===== config.mk =====
export PLATFORM = sky130hd
export DESIGN_NAME = rx_power_and_control_status_regs
export DESIGN_NICKNAME = d
export VERILOG_FILES = /design/src/hdl/rxpwr_pkg.sv /design/src/hdl/rx_power_and_control_status_regs.sv /design/src/hdl/pin_sync.sv /design/src/hdl/rx_power_capture.sv
export VERILOG_INCLUDE_DIRS = /design/src /design/src/hdl
export SDC_FILE = /design/constraint.sdc
export NUM_CORES = 1
export LEC_CHECK = 0
export BUFFER_PORTS_ARGS = -buffer_cell sky130_fd_sc_hd__buf_2
export CAP_MARGIN = 40
export CORE_MARGIN = 5
export CORE_UTILIZATION = 45
export CTS_BUF_LIST = sky130_fd_sc_hd__clkbuf_8
export DETAILED_ROUTE_END_ITERATION = 10
export GPL_ROUTABILITY_DRIVEN = 0
export PLACE_DENSITY = 0.65
export SKIP_CTS_REPAIR_TIMING = 1
export SLEW_MARGIN = 10
export SYNTH_ARGS = -nofsm -noshare
export SYNTH_HDL_FRONTEND = slang
export SYNTH_HIERARCHICAL = 1
export SYNTH_SLANG_ARGS = --single-unit

===== constraint.sdc =====
create_clock -name ref_clk -period 2.1 [get_ports ref_clk]
set_input_delay 0.315 -clock ref_clk [delete_from_list [all_inputs] [get_ports ref_clk]]
set_output_delay 0.315 -clock ref_clk [all_outputs]
set_load 0.1 [all_outputs]

===== src/hdl/rxpwr_regs.svh =====
// Purpose: constants of the received-power and control/status register slice
// Assumes: byte-wide registers on a two-wire serial management bus
// Notes:   weights are kept in nanowatts so they stay whole numbers
`ifndef RXPWR_REGS_SVH
`define RXPWR_REGS_SVH

`define RXP_DEV_ADDR        7'h51
`define RXP_OFS_PWR_HIGH    8'h68
`define RXP_OFS_PWR_LOW     8'h69
`define RXP_OFS_CTRL        8'h6e
`define RXP_RESET_BYTE      8'h00
`define RXP_RESET_WORD      16'h0000
`define RXP_UNMAPPED_BYTE   8'h00

`define RXP_BIT_TX_OFF_PIN  7
`define RXP_BIT_SOFT_TX_OFF 6
`define RXP_BIT_RESERVED    5
`define RXP_BIT_RATE_PIN    4
`define RXP_BIT_SOFT_RATE   3
`define RXP_BIT_TX_FAULT    2
`define RXP_BIT_SIG_LOST    1
`define RXP_BIT_POR         0

`define RXP_BITS_PER_BYTE   4'h8
`define RXP_CNT_ZERO        4'h0
`define RXP_CNT_ONE         4'h1
`define RXP_PTR_STEP        8'h01

// one count of the low byte is 0.1 uW, of the high byte 25.6 uW
`define RXP_LOW_LSB_NW      100
`define RXP_HIGH_LSB_NW     25600

`endif


===== src/hdl/rxpwr_pkg.sv =====
// Purpose: types shared by the received-power register slice
// Assumes: rxpwr_regs.svh holds every number
// Notes:   state machine codes are one-hot
package rxpwr_pkg;

  typedef enum logic [6:0] {
    TW_IDLE = 7'h01,
    TW_ADDR = 7'h02,
    TW_AACK = 7'h04,
    TW_RECV = 7'h08,
    TW_WACK = 7'h10,
    TW_SEND = 7'h20,
    TW_RACK = 7'h40
  } tw_state_t;

  // module pins mirrored into the control/status byte
  typedef struct packed {
    logic tx_off_pin_state;
    logic rate_pin_state;
    logic tx_fault_state;
    logic signal_lost_state;
  } pin_view_t;

  typedef struct packed {
    logic [15:0] rx_power;
    logic        por_started;
    logic        por_busy;
  } capture_t;

  typedef struct packed {
    tw_state_t   st;
    logic [3:0]  cnt;
    logic [7:0]  sh;
    logic        rw;
    logic [7:0]  ptr;
    logic        first;
    logic        drive;
    logic        sda_oe_b;
    logic        sda_out;
    logic        scl_p;
    logic        sda_p;
    logic        soft_tx_off;
    logic        soft_rate_choice;
    logic [7:0]  lo_shadow;
    logic        lo_hold;
    logic [7:0]  ctrl_view;
    logic        tx_off_out;
    logic        rate_out;
    logic [7:0]  cmp_byte;
    logic        por_out;
  } main_state_t;

endpackage : rxpwr_pkg


===== src/hdl/rx_power_and_control_status_regs.sv =====
// Purpose: received-power result and control/status bytes behind a two-wire slave
// Assumes: scl/sda and module pins are asynchronous; converter is on ref_clk
// Notes:   sda is open drain; the pad is pulled low while sda_oe_b is low
`timescale 1ns/100ps
`include "rxpwr_regs.svh"

// Function
// - high and low bytes form one unsigned 16-bit result, high byte on top.
// - low byte count weighs 0.1 uW, high byte count 25.6 uW.
// - low byte never used for threshold or alarm comparison.
// - power bytes reset to zero, valid after one conversion cycle.
// - power bytes read-only at 104 and 105, device address 1010001b.
// - control/status byte at 110, resets to zero.
// - bit 7 read-only, follows transmit-disable pin.
// - bit 6 writable soft transmit disable, 1 disables.
// - bit 4 follows rate-select pin level.
// - bit 3 writable soft rate select, 1 high rate, 0 low.
// - bit 2 read-only, mirrors transmit-fault pin.
// - bit 1 read-only, mirrors loss-of-signal pin.
// - bit 0 reads 1 during power-on, 0 once data ready.
module rx_power_and_control_status_regs
  import rxpwr_pkg::*;
(
  input  wire logic        ref_clk,
  input  wire logic        rst_b,
  input  wire logic        scl_in,
  input  wire logic        sda_in,
  output      logic        sda_out,
  output      logic        sda_oe_b,
  input  wire logic        tx_off_input,
  input  wire logic        rate_pin_in,
  input  wire logic        tx_fault_output,
  input  wire logic        signal_lost_in,
  input  wire logic [15:0] conv_result,
  input  wire logic        conv_done,
  output      logic        tx_disable,
  output      logic        rate_high,
  output      logic [7:0]  rx_power_cmp_byte,
  output      logic        por_busy
);

  logic [1:0]  bus_f;
  logic [3:0]  pins_f;
  pin_view_t   pins;
  capture_t    cap;
  main_state_t s_q;
  main_state_t s_d;

  pin_sync #(
    .W    (2),
    .INIT (2'h3)
  ) u_bus_sync (
    .ref_clk (ref_clk),
    .rst_b   (rst_b),
    .pin_in  ({scl_in, sda_in}),
    .pin_out (bus_f)
  );

  pin_sync #(
    .W    (4),
    .INIT (4'h0)
  ) u_pin_sync (
    .ref_clk (ref_clk),
    .rst_b   (rst_b),
    .pin_in  ({tx_off_input, rate_pin_in, tx_fault_output, signal_lost_in}),
    .pin_out (pins_f)
  );

  assign pins = pin_view_t'(pins_f);

  rx_power_capture u_capture (
    .ref_clk     (ref_clk),
    .rst_b       (rst_b),
    .conv_result (conv_result),
    .conv_done   (conv_done),
    .cap         (cap)
  );

  logic scl_f;
  logic sda_f;
  logic scl_rise;
  logic scl_fall;
  logic start_seen;
  logic stop_seen;
  logic [7:0] live_ctrl;
  logic [7:0] shifted;

  assign scl_f      = bus_f[1];
  assign sda_f      = bus_f[0];
  assign scl_rise   = scl_f & ~s_q.scl_p;
  assign scl_fall   = ~scl_f & s_q.scl_p;
  assign start_seen = scl_f & s_q.scl_p & s_q.sda_p & ~sda_f;
  assign stop_seen  = scl_f & s_q.scl_p & ~s_q.sda_p & sda_f;
  assign shifted    = {s_q.sh[6:0], sda_f};

  // the control/status byte as the host sees it
  always_comb
  begin
    live_ctrl                       = `RXP_RESET_BYTE;
    live_ctrl[`RXP_BIT_TX_OFF_PIN]  = pins.tx_off_pin_state;
    live_ctrl[`RXP_BIT_SOFT_TX_OFF] = s_q.soft_tx_off;
    live_ctrl[`RXP_BIT_RESERVED]    = 1'b0;
    live_ctrl[`RXP_BIT_RATE_PIN]    = pins.rate_pin_state;
    live_ctrl[`RXP_BIT_SOFT_RATE]   = s_q.soft_rate_choice;
    live_ctrl[`RXP_BIT_TX_FAULT]    = pins.tx_fault_state;
    live_ctrl[`RXP_BIT_SIG_LOST]    = pins.signal_lost_state;
    live_ctrl[`RXP_BIT_POR]         = cap.por_busy;
  end

  // read data for one byte address; unmapped addresses read zero since the
  // rest of the map lives in other blocks
  function automatic logic [7:0] read_byte(
    input logic [7:0]  addr,
    input logic [15:0] pwr,
    input logic [7:0]  lo_shadow,
    input logic        lo_hold,
    input logic [7:0]  ctrl
  );
    logic [7:0] val;
    val = `RXP_UNMAPPED_BYTE;
    unique case (addr)
      `RXP_OFS_PWR_HIGH: val = pwr[15:8];
      `RXP_OFS_PWR_LOW:  val = lo_hold ? lo_shadow : pwr[7:0];
      `RXP_OFS_CTRL:     val = ctrl;
      default:           val = `RXP_UNMAPPED_BYTE;
    endcase
    return val;
  endfunction : read_byte

  always_comb
  begin
    s_d           = s_q;
    s_d.scl_p     = scl_f;
    s_d.sda_p     = sda_f;
    s_d.ctrl_view = live_ctrl;
    s_d.sda_out   = 1'b0;
    // either source disables the laser; the pin still wins if software clears
    s_d.tx_off_out = pins.tx_off_pin_state | s_q.soft_tx_off;
    s_d.rate_out   = s_q.soft_rate_choice;
    // thresholds see only the high byte, the low byte is for compliance
    s_d.cmp_byte   = cap.rx_power[15:8];
    s_d.por_out    = cap.por_busy;

    if (stop_seen)
    begin
      s_d.st      = TW_IDLE;
      s_d.drive   = 1'b0;
      s_d.lo_hold = 1'b0;
    end
    else if (start_seen)
    begin
      // repeated start lands here too
      s_d.st    = TW_ADDR;
      s_d.cnt   = `RXP_CNT_ZERO;
      s_d.drive = 1'b0;
    end
    else
    begin
      unique case (s_q.st)
        TW_IDLE:
        begin
          s_d.drive = 1'b0;
        end
        TW_ADDR:
        begin
          if (scl_rise)
          begin
            s_d.sh  = shifted;
            s_d.cnt = s_q.cnt + `RXP_CNT_ONE;
          end
          else if (scl_fall && s_q.cnt == `RXP_BITS_PER_BYTE)
          begin
            if (s_q.sh[7:1] == `RXP_DEV_ADDR)
            begin
              s_d.rw    = s_q.sh[0];
              s_d.drive = 1'b1;
              s_d.st    = TW_AACK;
            end
            else
            begin
              s_d.st = TW_IDLE;
            end
          end
        end
        TW_AACK:
        begin
          if (scl_fall)
          begin
            s_d.cnt = `RXP_CNT_ZERO;
            if (s_q.rw)
            begin
              s_d.sh = read_byte(s_q.ptr, cap.rx_power, s_q.lo_shadow, s_q.lo_hold,
                                 s_q.ctrl_view);
              if (s_q.ptr == `RXP_OFS_PWR_HIGH)
              begin
                // freeze the low half so a pair read is coherent
                s_d.lo_shadow = cap.rx_power[7:0];
                s_d.lo_hold   = 1'b1;
              end
              s_d.ptr   = s_q.ptr + `RXP_PTR_STEP;
              s_d.drive = ~s_d.sh[7];
              s_d.st    = TW_SEND;
            end
            else
            begin
              s_d.first = 1'b1;
              s_d.drive = 1'b0;
              s_d.st    = TW_RECV;
            end
          end
        end
        TW_RECV:
        begin
          if (scl_rise)
          begin
            s_d.sh  = shifted;
            s_d.cnt = s_q.cnt + `RXP_CNT_ONE;
          end
          else if (scl_fall && s_q.cnt == `RXP_BITS_PER_BYTE)
          begin
            s_d.drive = 1'b1;
            s_d.st    = TW_WACK;
            if (s_q.first)
            begin
              s_d.ptr   = s_q.sh;
              s_d.first = 1'b0;
            end
            else
            begin
              // power bytes and mirrored bits ignore writes; bit 5 is dropped
              if (s_q.ptr == `RXP_OFS_CTRL)
              begin
                s_d.soft_tx_off      = s_q.sh[`RXP_BIT_SOFT_TX_OFF];
                s_d.soft_rate_choice = s_q.sh[`RXP_BIT_SOFT_RATE];
              end
              s_d.ptr = s_q.ptr + `RXP_PTR_STEP;
            end
          end
        end
        TW_WACK:
        begin
          if (scl_fall)
          begin
            s_d.drive = 1'b0;
            s_d.cnt   = `RXP_CNT_ZERO;
            s_d.st    = TW_RECV;
          end
        end
        TW_SEND:
        begin
          if (scl_fall)
          begin
            s_d.cnt = s_q.cnt + `RXP_CNT_ONE;
            if (s_q.cnt == `RXP_BITS_PER_BYTE - `RXP_CNT_ONE)
            begin
              s_d.drive = 1'b0;
              s_d.st    = TW_RACK;
            end
            else
            begin
              s_d.sh    = {s_q.sh[6:0], 1'b0};
              s_d.drive = ~s_q.sh[6];
            end
          end
        end
        TW_RACK:
        begin
          if (scl_rise && sda_f)
          begin
            // no acknowledge: host is done, wait for stop or start
            s_d.st = TW_IDLE;
          end
          else if (scl_fall)
          begin
            s_d.cnt = `RXP_CNT_ZERO;
            s_d.sh  = read_byte(s_q.ptr, cap.rx_power, s_q.lo_shadow, s_q.lo_hold,
                                s_q.ctrl_view);
            if (s_q.ptr == `RXP_OFS_PWR_LOW)
            begin
              s_d.lo_hold = 1'b0;
            end
            s_d.ptr   = s_q.ptr + `RXP_PTR_STEP;
            s_d.drive = ~s_d.sh[7];
            s_d.st    = TW_SEND;
          end
        end
        default:
        begin
          s_d.st    = TW_IDLE;
          s_d.drive = 1'b0;
        end
      endcase
    end
    // enable gets its own flop so no gate sits between register and pad
    s_d.sda_oe_b = ~s_d.drive;
  end

  always_ff @(posedge ref_clk)
  begin
    if (!rst_b)
    begin
      s_q.st               <= TW_IDLE;
      s_q.cnt              <= `RXP_CNT_ZERO;
      s_q.sh               <= `RXP_RESET_BYTE;
      s_q.rw               <= 1'b0;
      s_q.ptr              <= `RXP_RESET_BYTE;
      s_q.first            <= 1'b0;
      s_q.drive            <= 1'b0;
      s_q.sda_oe_b         <= 1'b1;
      s_q.sda_out          <= 1'b0;
      s_q.scl_p            <= 1'b1;
      s_q.sda_p            <= 1'b1;
      s_q.soft_tx_off      <= 1'b0;
      s_q.soft_rate_choice <= 1'b0;
      s_q.lo_shadow        <= `RXP_RESET_BYTE;
      s_q.lo_hold          <= 1'b0;
      s_q.ctrl_view        <= `RXP_RESET_BYTE;
      s_q.tx_off_out       <= 1'b0;
      s_q.rate_out         <= 1'b0;
      s_q.cmp_byte         <= `RXP_RESET_BYTE;
      s_q.por_out          <= 1'b0;
    end
    else
    begin
      s_q <= s_d;
    end
  end

  assign sda_out           = s_q.sda_out;
  assign sda_oe_b          = s_q.sda_oe_b;
  assign tx_disable        = s_q.tx_off_out;
  assign rate_high         = s_q.rate_out;
  assign rx_power_cmp_byte = s_q.cmp_byte;
  assign por_busy          = s_q.por_out;

endmodule : rx_power_and_control_status_regs


===== src/hdl/pin_sync.sv =====
// Purpose: three-stage synchroniser with agreement filter for async pins
// Assumes: inputs come from outside the ref_clk domain
// Notes:   output changes only once stages two and three agree
`timescale 1ns/100ps
module pin_sync #(
  parameter int              W    = 1,
  parameter logic [W-1:0]    INIT = '0
) (
  input  wire logic          ref_clk,
  input  wire logic          rst_b,
  input  wire logic [W-1:0]  pin_in,
  output      logic [W-1:0]  pin_out
);

  typedef struct packed {
    logic [W-1:0] s1;
    logic [W-1:0] s2;
    logic [W-1:0] s3;
    logic [W-1:0] filt;
  } sync_state_t;

  sync_state_t  st_q;
  sync_state_t  st_d;
  logic [W-1:0] filt_d;

  // stage one feeds stage two only; the filter looks at two and three
  for (genvar i = 0; i < W; i++)
  begin : g_bit
    assign filt_d[i] = (st_q.s2[i] == st_q.s3[i]) ? st_q.s3[i] : st_q.filt[i];
  end

  always_comb
  begin
    st_d      = st_q;
    st_d.s1   = pin_in;
    st_d.s2   = st_q.s1;
    st_d.s3   = st_q.s2;
    st_d.filt = filt_d;
  end

  always_ff @(posedge ref_clk)
  begin
    if (!rst_b)
    begin
      st_q <= '{s1: INIT, s2: INIT, s3: INIT, filt: INIT};
    end
    else
    begin
      st_q <= st_d;
    end
  end

  assign pin_out = st_q.filt;

endmodule : pin_sync


===== src/hdl/rx_power_capture.sv =====
// Purpose: holds the latest received-power conversion and power-on status
// Assumes: conv_done is a one-cycle pulse on ref_clk with conv_result valid
// Notes:   power-on status rises the cycle after reset release
`timescale 1ns/100ps
`include "rxpwr_regs.svh"
module rx_power_capture
  import rxpwr_pkg::*;
(
  input  wire logic        ref_clk,
  input  wire logic        rst_b,
  input  wire logic [15:0] conv_result,
  input  wire logic        conv_done,
  output      capture_t    cap
);

  capture_t cap_q;
  capture_t cap_d;

  always_comb
  begin
    cap_d             = cap_q;
    cap_d.por_started = 1'b1;
    // power-on runs from release until the first conversion lands
    if (!cap_q.por_started)
    begin
      cap_d.por_busy = 1'b1;
    end
    if (conv_done)
    begin
      cap_d.rx_power = conv_result;
      cap_d.por_busy = 1'b0;
    end
  end

  always_ff @(posedge ref_clk)
  begin
    if (!rst_b)
    begin
      cap_q <= '{rx_power: `RXP_RESET_WORD, por_started: 1'b0, por_busy: 1'b0};
    end
    else
    begin
      cap_q <= cap_d;
    end
  end

  assign cap = cap_q;

endmodule : rx_power_capture


### Word level (Yosys, flattened, before mapping)

Cells that the tools add are included.

* logic and storage cells: 195
* input bits: 25
* flip-flop bits (word level): 106
* output and inout bits: 13

* bitwise logic cells: 22
* mux-type cells: 64
* add/subtract/negate cells: 2
* equal/unequal tests: 49
* reductions and logical operators: 21

Operator list (count)
* $mux W8: 17
* $mux W19: 3
* $pmux W7 S7: 1
* $pmux W8 S3: 2
* $mux W7: 6
* $ne A3 B3 Y1 const B: 11
* $ne A2 B2 Y1 const B: 16
* $pmux W8 S4: 1
* $mux W10: 3
* $reduce_and A10 Y1: 3
* $mux W9: 3
* $eq A8 B7 Y1 const B: 3
* $mux W12: 2
* $mux W11: 2
* $pmux W4 S5: 1
* $mux W1: 17
* $reduce_and A8 Y1: 2
* $eq A7 B7 Y1 const B: 2
* $not A1 Y1: 14
* $reduce_and A7 Y1: 2
* $reduce_and A6 Y1: 2
* $reduce_and A9 Y1: 1
* $add A8 B1 Y8 const B: 1
* $and A1 B1 Y1: 7
* 26 further kinds: 36

### Longest topological paths before layout

Gate-level depths: netlist (run 1).

* word-level depth: 14
* gate-level depth with buffers: 9
* depth with buffers taken out: 8

### Cells and area by module

Netlist (run 1), hierarchy kept.

By module, submodules not included
* rx_power_and_control_status_regs: instances 1, area each 3428.3 sq um, cells each 407, sequential area each 1201.2 sq um
* rx_power_capture: instances 1, area each 669.4 sq um, cells each 55, sequential area each 360.3 sq um
* pin_sync (u_pin_sync): instances 1, area each 511.7 sq um, cells each 45, sequential area each 320.3 sq um
* pin_sync (u_bus_sync): instances 1, area each 240.2 sq um, cells each 22, sequential area each 160.2 sq um

### Worst setup path after synthesis (run 1)

No wires, ideal clock.

* path kind: register -> register
* start point: reg s_q[42] (netlist name)
* end point: reg s_q (netlist bit live_ctrl[3])
* period minus slack after synthesis: 2.016 ns
* path buffers: 1
* setup slack: 0.084 ns
* required time: 1.972 ns
* library setup time: 0.128 ns
* cell stages (with the launch flop): 8
* arrival time: 1.889 ns
* path through: dfxtp_1 -> nand2_1 -> or4b_1 -> buf_2 -> or4b_4 -> nor2_4 -> mux2i_1 -> nor2_1

* longest elaborated chain between the ends: 2

Ends and longest elaborated chain
* start, declared: line rx_power_and_control_status_regs.sv:46 `main_state_t s_q;`
* $eq A8 B7 Y1
* $reduce_and A7 Y1 (no source line)

Every way passes these cells.
A chain may end at the register's enable or synchronous reset.

### Worst setup path after layout (run 1)

* start point: reg s_q[41] (netlist name)
* end point: reg s_q (netlist bit live_ctrl[3])

The elaborated chain is that of the path after synthesis.

==> results.yml, run 1 <==
yosys:
  synthSimpleGateAreaFrac_pct: 23.30
  synthMostInstantiatedCell: "dfxtp_1"
  synth_common_cells: "dfxtp_1 (102), nor2_1 (56), mux2i_1 (40)"
  netlist_area_um2: 4850
  synthesis.instances: 529
  syn_nets: 560
  yosys-mux-area-fraction_pct: 8.488
  yosys.area.top_type: "dfxtp_1"
  yosys.area_share.adder_pct: 1.548
  synth_top_family_by_area: "simple AND/OR/NAND/NOR gates"
  synth_compound_area_share_pct: 16.05
  ys_seq_area_share_pct: 42.11
  async_reset_ff_share_pct: 0
  ys_ff_latch: 102
  synth_xor_area_share_pct: 1.264
  avgSynthCellArea_um2: 9.168
  synth_top_area_share_pct: 42.11
  synthTopCellsByArea: "dfxtp_1 (42%), mux2i_1 (8.3%), nor2_1 (4.3%)"
  synth_edf_count: 0
  synthDistinctLibCells: 65
  ys_dominant_reg_cell: "dfxtp_1"
  yosysWarnings: 6
route:
  drt_iter0_drc: 217
  vias: 3862
  drc: 0
  ant_nets: 0
  wl_um: 10950
  routed_via_density: 5.364
  avgRoutedWirePerCell_um: 15.20
  dr.pass1.iters: 5
place:
  post-place-ws_ns: 0.01213
  port_buffers: 36
  place_inst: 703
  hpwl_um: 7987
  place_area_um2: 5254
worst_setup_path:
  start_kind: "register"
  cp.arrival_ns: 2.27
  critPathMaxFanout: 5
  crit_type: "register to register"
  cp-end-kind: "register"
  cp_data_required_time_ns: 2.33
global_route:
  grt_overflow: 0
  grt_pass1_wl_um: 18390
  grt.total_usage_pct: 17.42
  antenna_found_initial: 0
  first_global_vias: 3772
  grt_max_degree: 64
power:
  powerDensity_nw_per_um2: 627.6
  power.switching_mw: 0.8448
  p_total_mw: 3.487
  p_leak_nw: 2.139
  seq_power_share_pct: 57.3
  clkPwrFrac_pct: 36.8
  switching_share_pct: 24.23
  peakVddDrop_uv: 453.8
  combPwrFrac_pct: 5.9
  p_int_mw: 2.642
floorplanning:
  chipWidth_um: 113.8
  die_area_um2: 12950
  rows: 38
  coreArea_um2: 10700
  initial_core_util_pct: 45.33
  die_y_um: 113.8
  ios: 38
cts:
  cts_root_buf: "clkbuf_8"
  clkSlewWorstSetupHoldPaths_ns: 0.09
  cts_num_sinks: 102
  cts_tree: "yes"
  insertion_delay_ns: 0.36
  clk_path_buf_depth: 2
  numCtsBuffers: 9
  htree_levels: 3
timing:
  relSlewSlack_pct: 64.42
  worst_hold_slack_ns: 0.1353
  fin_tns_setup_ns: 0
  max_freq_ghz: 0.4914
  worst_slack_ns: 0.06493
  timing.final.crit_share_pct: 96.91
  fin_crit_ns: 2.035
  setup-violations-final: 0
  drv_slew: 0
  rsz0062_at_grt: "yes"
  hold_viol: 0
  finalClockSkew_ns: 0.008322
  tightest_slew_ns: 0.5337
finish:
  antenna_cells: 0
  stdcell_count: 720
  fin_area_um2: 5557
  drive_gt1_share_pct: 24.48
  fin_util_pct: 51.94
  nNetsFinal: 607
  synthToLayoutAreaGrowth_pct: 14.58
flow_run:
  drv_cap: 0
worst_hold_path:
  hold_path.class: "input port to register"
outcome:
  status: "completed"
[worst paths after layout]
path | startpoint | end | slack, ns | cells past startpoint
setup / recovery | s_q[41] | live_ctrl[3] | 0.06 | 6
hold / removal | scl_in | u_bus_sync/st_d[5] | 0.14 | 2
setup reg to reg | s_q[41] | live_ctrl[3] | 0.06 | 6
hold reg to reg | u_bus_sync/st_d[5] | u_bus_sync/st_d[3] | 0.41 | 1
[layer usage]
metal	wire [um]	vias up	GRT usage, %
li1	-	1931	-
met1	4995	1831	22.88
met2	5253	83	28.78
met3	530	17	4.138
met4	168	0	4.751
met5	0	-	0
[worst max-delay path: stages, from the launching register on]
cell and delay (ns):
dfxtp_1 0.34, nand2_1 0.08, or4b_4 0.54, or4b_4 0.56
nor2_4 0.14, mux2i_1 0.19, nor2_1 0.06
[flip-flops by register name (all words and copies together), names as in the netlist]
register,count
live_ctrl,2
rx_power_cmp_byte,8
s_q,48
sda_oe_b,1
tx_disable,1
u_bus_sync/pin_out,2
u_bus_sync/st_d,4
u_bus_sync/st_q,2
u_capture/cap,18
u_pin_sync/pin_out,4
u_pin_sync/st_d,8
u_pin_sync/st_q,4
[logic make-up (layout without fill, tap and decap cells)]
kind of cell             Yosys count  after routing
multiplexers                      41             41
AND/OR/NAND/NOR                  201            201
flip-flops                       102            102
AO/OA/AOI/OAI                    112            112
adder cells (fa/ha/maj)            6              6
buffers and inverters             59            110
XOR/XNOR                           7              7
other                              1              1
[power groups by stage]
| stage | registers [mW] | logic [mW] | clock network [mW] |
|---|---|---|---|
| global placement | 2.04 | 0.205 | 0 |
| detailed placement | 2.04 | 0.210 | 0 |
| global route | 2.00 | 0.225 | 1.40 |
| CTS | 2.00 | 0.210 | 1.32 |
| floorplan | 2.04 | 0.161 | 0 |
| finish | 2.00 | 0.207 | 1.28 |
[cell usage in the layout (no fill, tap or decap), types with 14 or more instances in the layout]
master / netlist / layout
dfxtp_1: 102 / 95
nor2_1: 56 / 55
buf_4: 16 / 42
mux2i_1: 40 / 40
buf_2: 10 / 36
nand2_1: 24 / 24
nor2b_1: 26 / 23
and2_1: 20 / 20
a21oi_1: 21 / 20
o21ai_0: 19 / 19
nand2b_1: 16 / 16
inv_1: 14 / 14
[area by class of cell]
type / instances / area, um2
inverter: 15 / 56.30
sequential: 102 / 2051
fill: 1011 / 5141
clock buffer: 10 / 137.6
multi-input combinational: 368 / 2535
clock inverter: 5 / 66.31
tap: 140 / 175.2
timing repair buffer: 80 / 535.5
Note: power is estimated with default switching activity, not from simulation.
==> run 2: changes to the inputs <==
Settings changed: RECOVER_POWER from default to 50.
==> results.yml, run 2 (synthesis results as in run 1) <==
route:
  wl_um: 10990
  dr.pass1.iters: 4
  drt_iter0_drc: 223
  drc: 0
  routed_via_density: 5.388
  avgRoutedWirePerCell_um: 15.26
  ant_nets: 0
  vias: 3879
finish:
  regMostFlops: "s_q"
  fill_cells: 1013
  synthToLayoutAreaGrowth_pct: 14.53
  antenna_cells: 0
  seq_area_um2: 2051
  layout_common_cells: "dfxtp_1 (95), nor2_1 (55), buf_4 (42)"
  nNetsFinal: 607
  layout_commonest_cell: "dfxtp_1"
  fin_area_um2: 5554
  largest_reg_flops: 48
  multi_input_area_um2: 2535
  drive_gt1_share_pct: 24.14
cts:
  cts_root_buf: "clkbuf_8"
  cts_tree: "yes"
  clk_path_buf_depth: 2
  clkSlewWorstSetupHoldPaths_ns: 0.10
  cts_num_sinks: 102
  numCtsBuffers: 9
  insertion_delay_ns: 0.36
  htree_levels: 3
timing:
  max_freq_ghz: 0.4916
  worst_hold_slack_ns: 0.1332
  tightest_slew_ns: 1.279
  fin_crit_ns: 2.034
  relSlewSlack_pct: 14.76
  fin_tns_setup_ns: 0
  hold_viol: 0
  timing.final.crit_share_pct: 96.86
  drv_slew: 0
  setup-violations-final: 0
  rsz0062_at_grt: "yes"
  finalClockSkew_ns: 0.007726
  worst_slack_ns: 0.06586
worst_setup_path:
  cp_data_required_time_ns: 2.33
  cp-end-kind: "register"
  critPathMaxFanout: 5
  cp.arrival_ns: 2.27
  crit_type: "register to register"
  start_kind: "register"
power:
  switching_share_pct: 24.22
  p_leak_nw: 2.130
  seq_power_share_pct: 57.3
  p_int_mw: 2.643
  combPwrFrac_pct: 6.0
  clkPwrFrac_pct: 36.8
  powerDensity_nw_per_um2: 627.8
  power.switching_mw: 0.8444
  peakVddDrop_uv: 458.1
flow_run:
  drv_cap: 0
place:
  port_buffers: 36
  hpwl_um: 7987
  post-place-ws_ns: 0.01213
  place_area_um2: 5254
global_route:
  antenna_found_initial: 0
  grt.total_usage_pct: 17.42
  grt_pass1_wl_um: 18390
  grt_max_degree: 64
  grt_overflow: 0
  first_global_vias: 3772
worst_hold_path:
  hold_path.class: "input port to register"
floorplanning:
  die_area_um2: 12950
  die_y_um: 113.8
  initial_core_util_pct: 45.33
  coreArea_um2: 10700
  chipWidth_um: 113.8
  rows: 38
  ios: 38
outcome:
  status: "completed"
## run 2: final timing paths
check	from	to	slack [ns]	depth (start not counted)
worst min register to register	u_bus_sync/st_d[4]	u_bus_sync/st_d[2]	0.42	1
worst min-delay path	scl_in	u_bus_sync/st_d[5]	0.13	2
worst max-delay path	s_q[41]	live_ctrl[3]	0.07	6
worst max register to register	s_q[41]	live_ctrl[3]	0.07	6
## run 2: cell type report
class	instances	share of cell area, %
Clock buffer	10	2.478
Inverter	15	1.014
Multi-Input combinational cell	368	45.64
Clock inverter	5	1.194
Tap cell	140	3.154
Timing Repair Buffer	80	9.597
Sequential cell	102	36.92
## run 2: through the flow
stage	total power, mW	cells	util [%]
finish	3.487	720	51.92
global route	3.625	720	51.92
CTS	3.524	718	51.02
detailed placement	2.252	703	49.11
global placement	2.246	703	49.11
floorplan	2.199	529	-
## run 2: layer usage
metal	vias up	wire length, um	track usage (%)
li1	1930	-	-
met1	1840	4987	22.88
met2	93	5270	28.78
met3	16	580	4.138
met4	0	150	4.751
met5	-	0	0
## run 2: power groups by stage
| stage | Clock [mW] | Combinational [mW] | Sequential, mW |
|---|---|---|---|
| 6_report | 1.28 | 0.208 | 2.00 |
| 5_1_grt | 1.40 | 0.225 | 2.00 |
| 4_1_cts | 1.32 | 0.210 | 2.00 |
| 3_5_place_dp | 0 | 0.210 | 2.04 |
| 3_3_place_gp | 0 | 0.205 | 2.04 |
| 2_1_floorplan | 0 | 0.161 | 2.04 |
## run 2: worst max-delay path: stages, from the launching register on
cell and delay [ns]:
dfxtp_1 0.34, nand2_1 0.08, or4b_4 0.53, or4b_4 0.56, nor2_4 0.14, mux2i_1 0.19
nor2_1 0.06
==> run 3: changes to the inputs <==
Settings changed: ABC_AREA from default to 1, PLACE_DENSITY 0.65 to default, TNS_END_PERCENT from default to 30.
==> results.yml, run 3 <==
global_route:
  grt_overflow: 0
  grt_pass1_wl_um: 18630
  grt_max_degree: 89
  grt.total_usage_pct: 16.05
  antenna_found_initial: 0
  first_global_vias: 3895
floorplanning:
  initial_core_util_pct: 45.83
  die_y_um: 117.8
  ios: 38
  rows: 39
  coreArea_um2: 11420
  die_area_um2: 13880
  chipWidth_um: 117.8
cts:
  cts_num_sinks: 102
  cts_tree: "yes"
  cts_root_buf: "clkbuf_8"
  clkSlewWorstSetupHoldPaths_ns: 0.11
  clk_path_buf_depth: 2
  insertion_delay_ns: 0.39
  htree_levels: 3
  numCtsBuffers: 9
power:
  combPwrFrac_pct: 31.3
  p_int_mw: 3.083
  peakVddDrop_uv: 617.5
  clkPwrFrac_pct: 23.6
  power.switching_mw: 1.987
  p_total_mw: 5.070
  seq_power_share_pct: 45.1
  powerDensity_nw_per_um2: 910.1
  switching_share_pct: 39.19
  p_leak_nw: 2.904
yosys:
  async_reset_ff_share_pct: 0
  synthesis.instances: 750
  synthTopCellsByArea: "dfxtp_1 (39%), nand2_1 (13%), inv_1 (8.1%)"
  yosys.area.top_type: "dfxtp_1"
  synth_common_cells: "nand2_1 (187), inv_1 (113), nor2_1 (106)"
  ys_dominant_reg_cell: "dfxtp_1"
  ys_ff_latch: 102
  avgSynthCellArea_um2: 6.977
  yosysWarnings: 6
  syn_nets: 781
  synth_top_area_share_pct: 39.02
  synth_edf_count: 0
  netlist_area_um2: 5233
  synthMostInstantiatedCell: "nand2_1"
  ys_seq_area_share_pct: 39.02
  synthDistinctLibCells: 38
worst_hold_path:
  hold_start: "sda_in"
  hold_end: "u_bus_sync/st_d[4]"
  whs_path_depth: 3
  hold_path.class: "input port to register"
finish:
  layout_commonest_cell: "nand2_1"
  fill_cells: 1228
  drive_gt1_share_pct: 15.34
  nNetsFinal: 802
  regMostFlops: "s_q"
  antenna_cells: 0
  layout_common_cells: "nand2_1 (189), inv_1 (114), nor2_1 (106)"
  synthToLayoutAreaGrowth_pct: 6.456
  largest_reg_flops: 48
  fin_util_pct: 48.78
route:
  drt_iter0_drc: 270
  dr.pass1.iters: 5
  wl_um: 10840
  ant_nets: 0
  vias: 4377
  drc: 0
  routed_via_density: 4.763
  avgRoutedWirePerCell_um: 11.79
timing:
  fin_crit_ns: 1.861
  relSlewSlack_pct: 43.78
  rsz0062_at_grt: "no"
  finalClockSkew_ns: 0.01314
  fin_tns_setup_ns: 0
  tightest_slew_ns: 0.8433
  drv_slew: 0
  timing.final.crit_share_pct: 88.62
  max_freq_ghz: 0.5374
  hold_viol: 0
  setup-violations-final: 0
flow_run:
  drv_cap: 0
worst_setup_path:
  r2r_slack_ns: 0.24
  critPathMaxFanout: 11
  ff2ff_path_depth: 11
  cp.arrival_ns: 2.18
  timing.rr.start: "s_q[53]"
  crit_type: "register to register"
  cp_data_required_time_ns: 2.42
  start_kind: "register"
  r2r-end: "s_q[36]"
  cp-end-kind: "register"
place:
  port_buffers: 36
  hpwl_um: 8148
outcome:
  status: "completed"
==> run 3: cells by family (layout without fill, tap and decap cells) <==
kind of cell	count (synthesis)	in the layout	synth area share, %
AO/OA/AOI/OAI	88	88	9.637
XOR/XNOR	8	8	1.339
adder cells (fa/ha/maj)	6	6	1.435
buffers and inverters	157	183	14.25
flip-flops	102	102	39.02
other	1	1	0.07167
AND/OR/NAND/NOR	388	388	34.24
==> run 3: area by class of cell <==
cell class	count	area [um2]	share of cell area (%)
Multi-Input combinational cell	491	2440	43.80
Sequential cell	102	2042	36.66
Inverter	123	466.7	8.378
Timing Repair Buffer	44	252.7	4.537
Tap cell	143	178.9	3.212
Clock buffer	9	123.9	2.224
Clock inverter	7	66.31	1.190
==> run 3: worst max path at each step <==
stage,from,endpoint,slack (ns),cells after the start
5_1_grt,s_q[53],s_q[63],0.09,14
4_1_cts,s_q[36],s_q[20],0.09,8
3_3_place_gp,s_q[36],s_q[20],0.29,8
2_1_floorplan,s_q[53],s_q[39],0.49,12
3_5_place_dp,s_q[36],s_q[20],0.11,8
6_report,s_q[53],s_q[36],0.24,11
==> run 3: critical path: stages (launching register included) <==
cell and delay [ns]:
dfxtp_1 0.36, inv_1 0.09, ha_1 0.14, nand3_1 0.17, nor2_8 0.19, inv_2 0.06
nand2_2 0.07, nand2_2 0.06, nor3_2 0.19, buf_4 0.22, o21ai_0 0.09, a21oi_1 0.15
==> run 3: per-stage QoR <==
stage                     hold WS, ns  cell area, um2  instances  worst slack (ns)
after global routing          0.06389            5570        919           0.09200
after global placement         0.3836            5350        900            0.2879
after CTS                     0.06574            5540        916           0.08557
final                         0.09010            5570        919            0.2390
after floorplan                0.3427            5233        750            0.4945
after detailed placement       0.3902            5350        900            0.1134
==> run 3: layer usage <==
layer | vias to the layer above | part of all wire, % | global-route usage (%) | wire length, um
met5 | - | 0 | 0 | 0
met4 | 0 | 1.2 | 3.441 | 128
met3 | 7 | 5.0 | 5.190 | 539
met2 | 85 | 46 | 25.50 | 4988
met1 | 1972 | 48 | 21.36 | 5181
li1 | 2313 | - | - | -
==> run 3: power by group through the flow <==
stage / clock [mW] / sequential [mW] / combinational, mW
global route: 1.35 / 2.32 / 1.81
detailed placement: 0 / 2.33 / 1.59
CTS: 1.26 / 2.29 / 1.59
global placement: 0 / 2.32 / 1.56
finish: 1.20 / 2.29 / 1.59
floorplan: 0 / 2.29 / 1.34
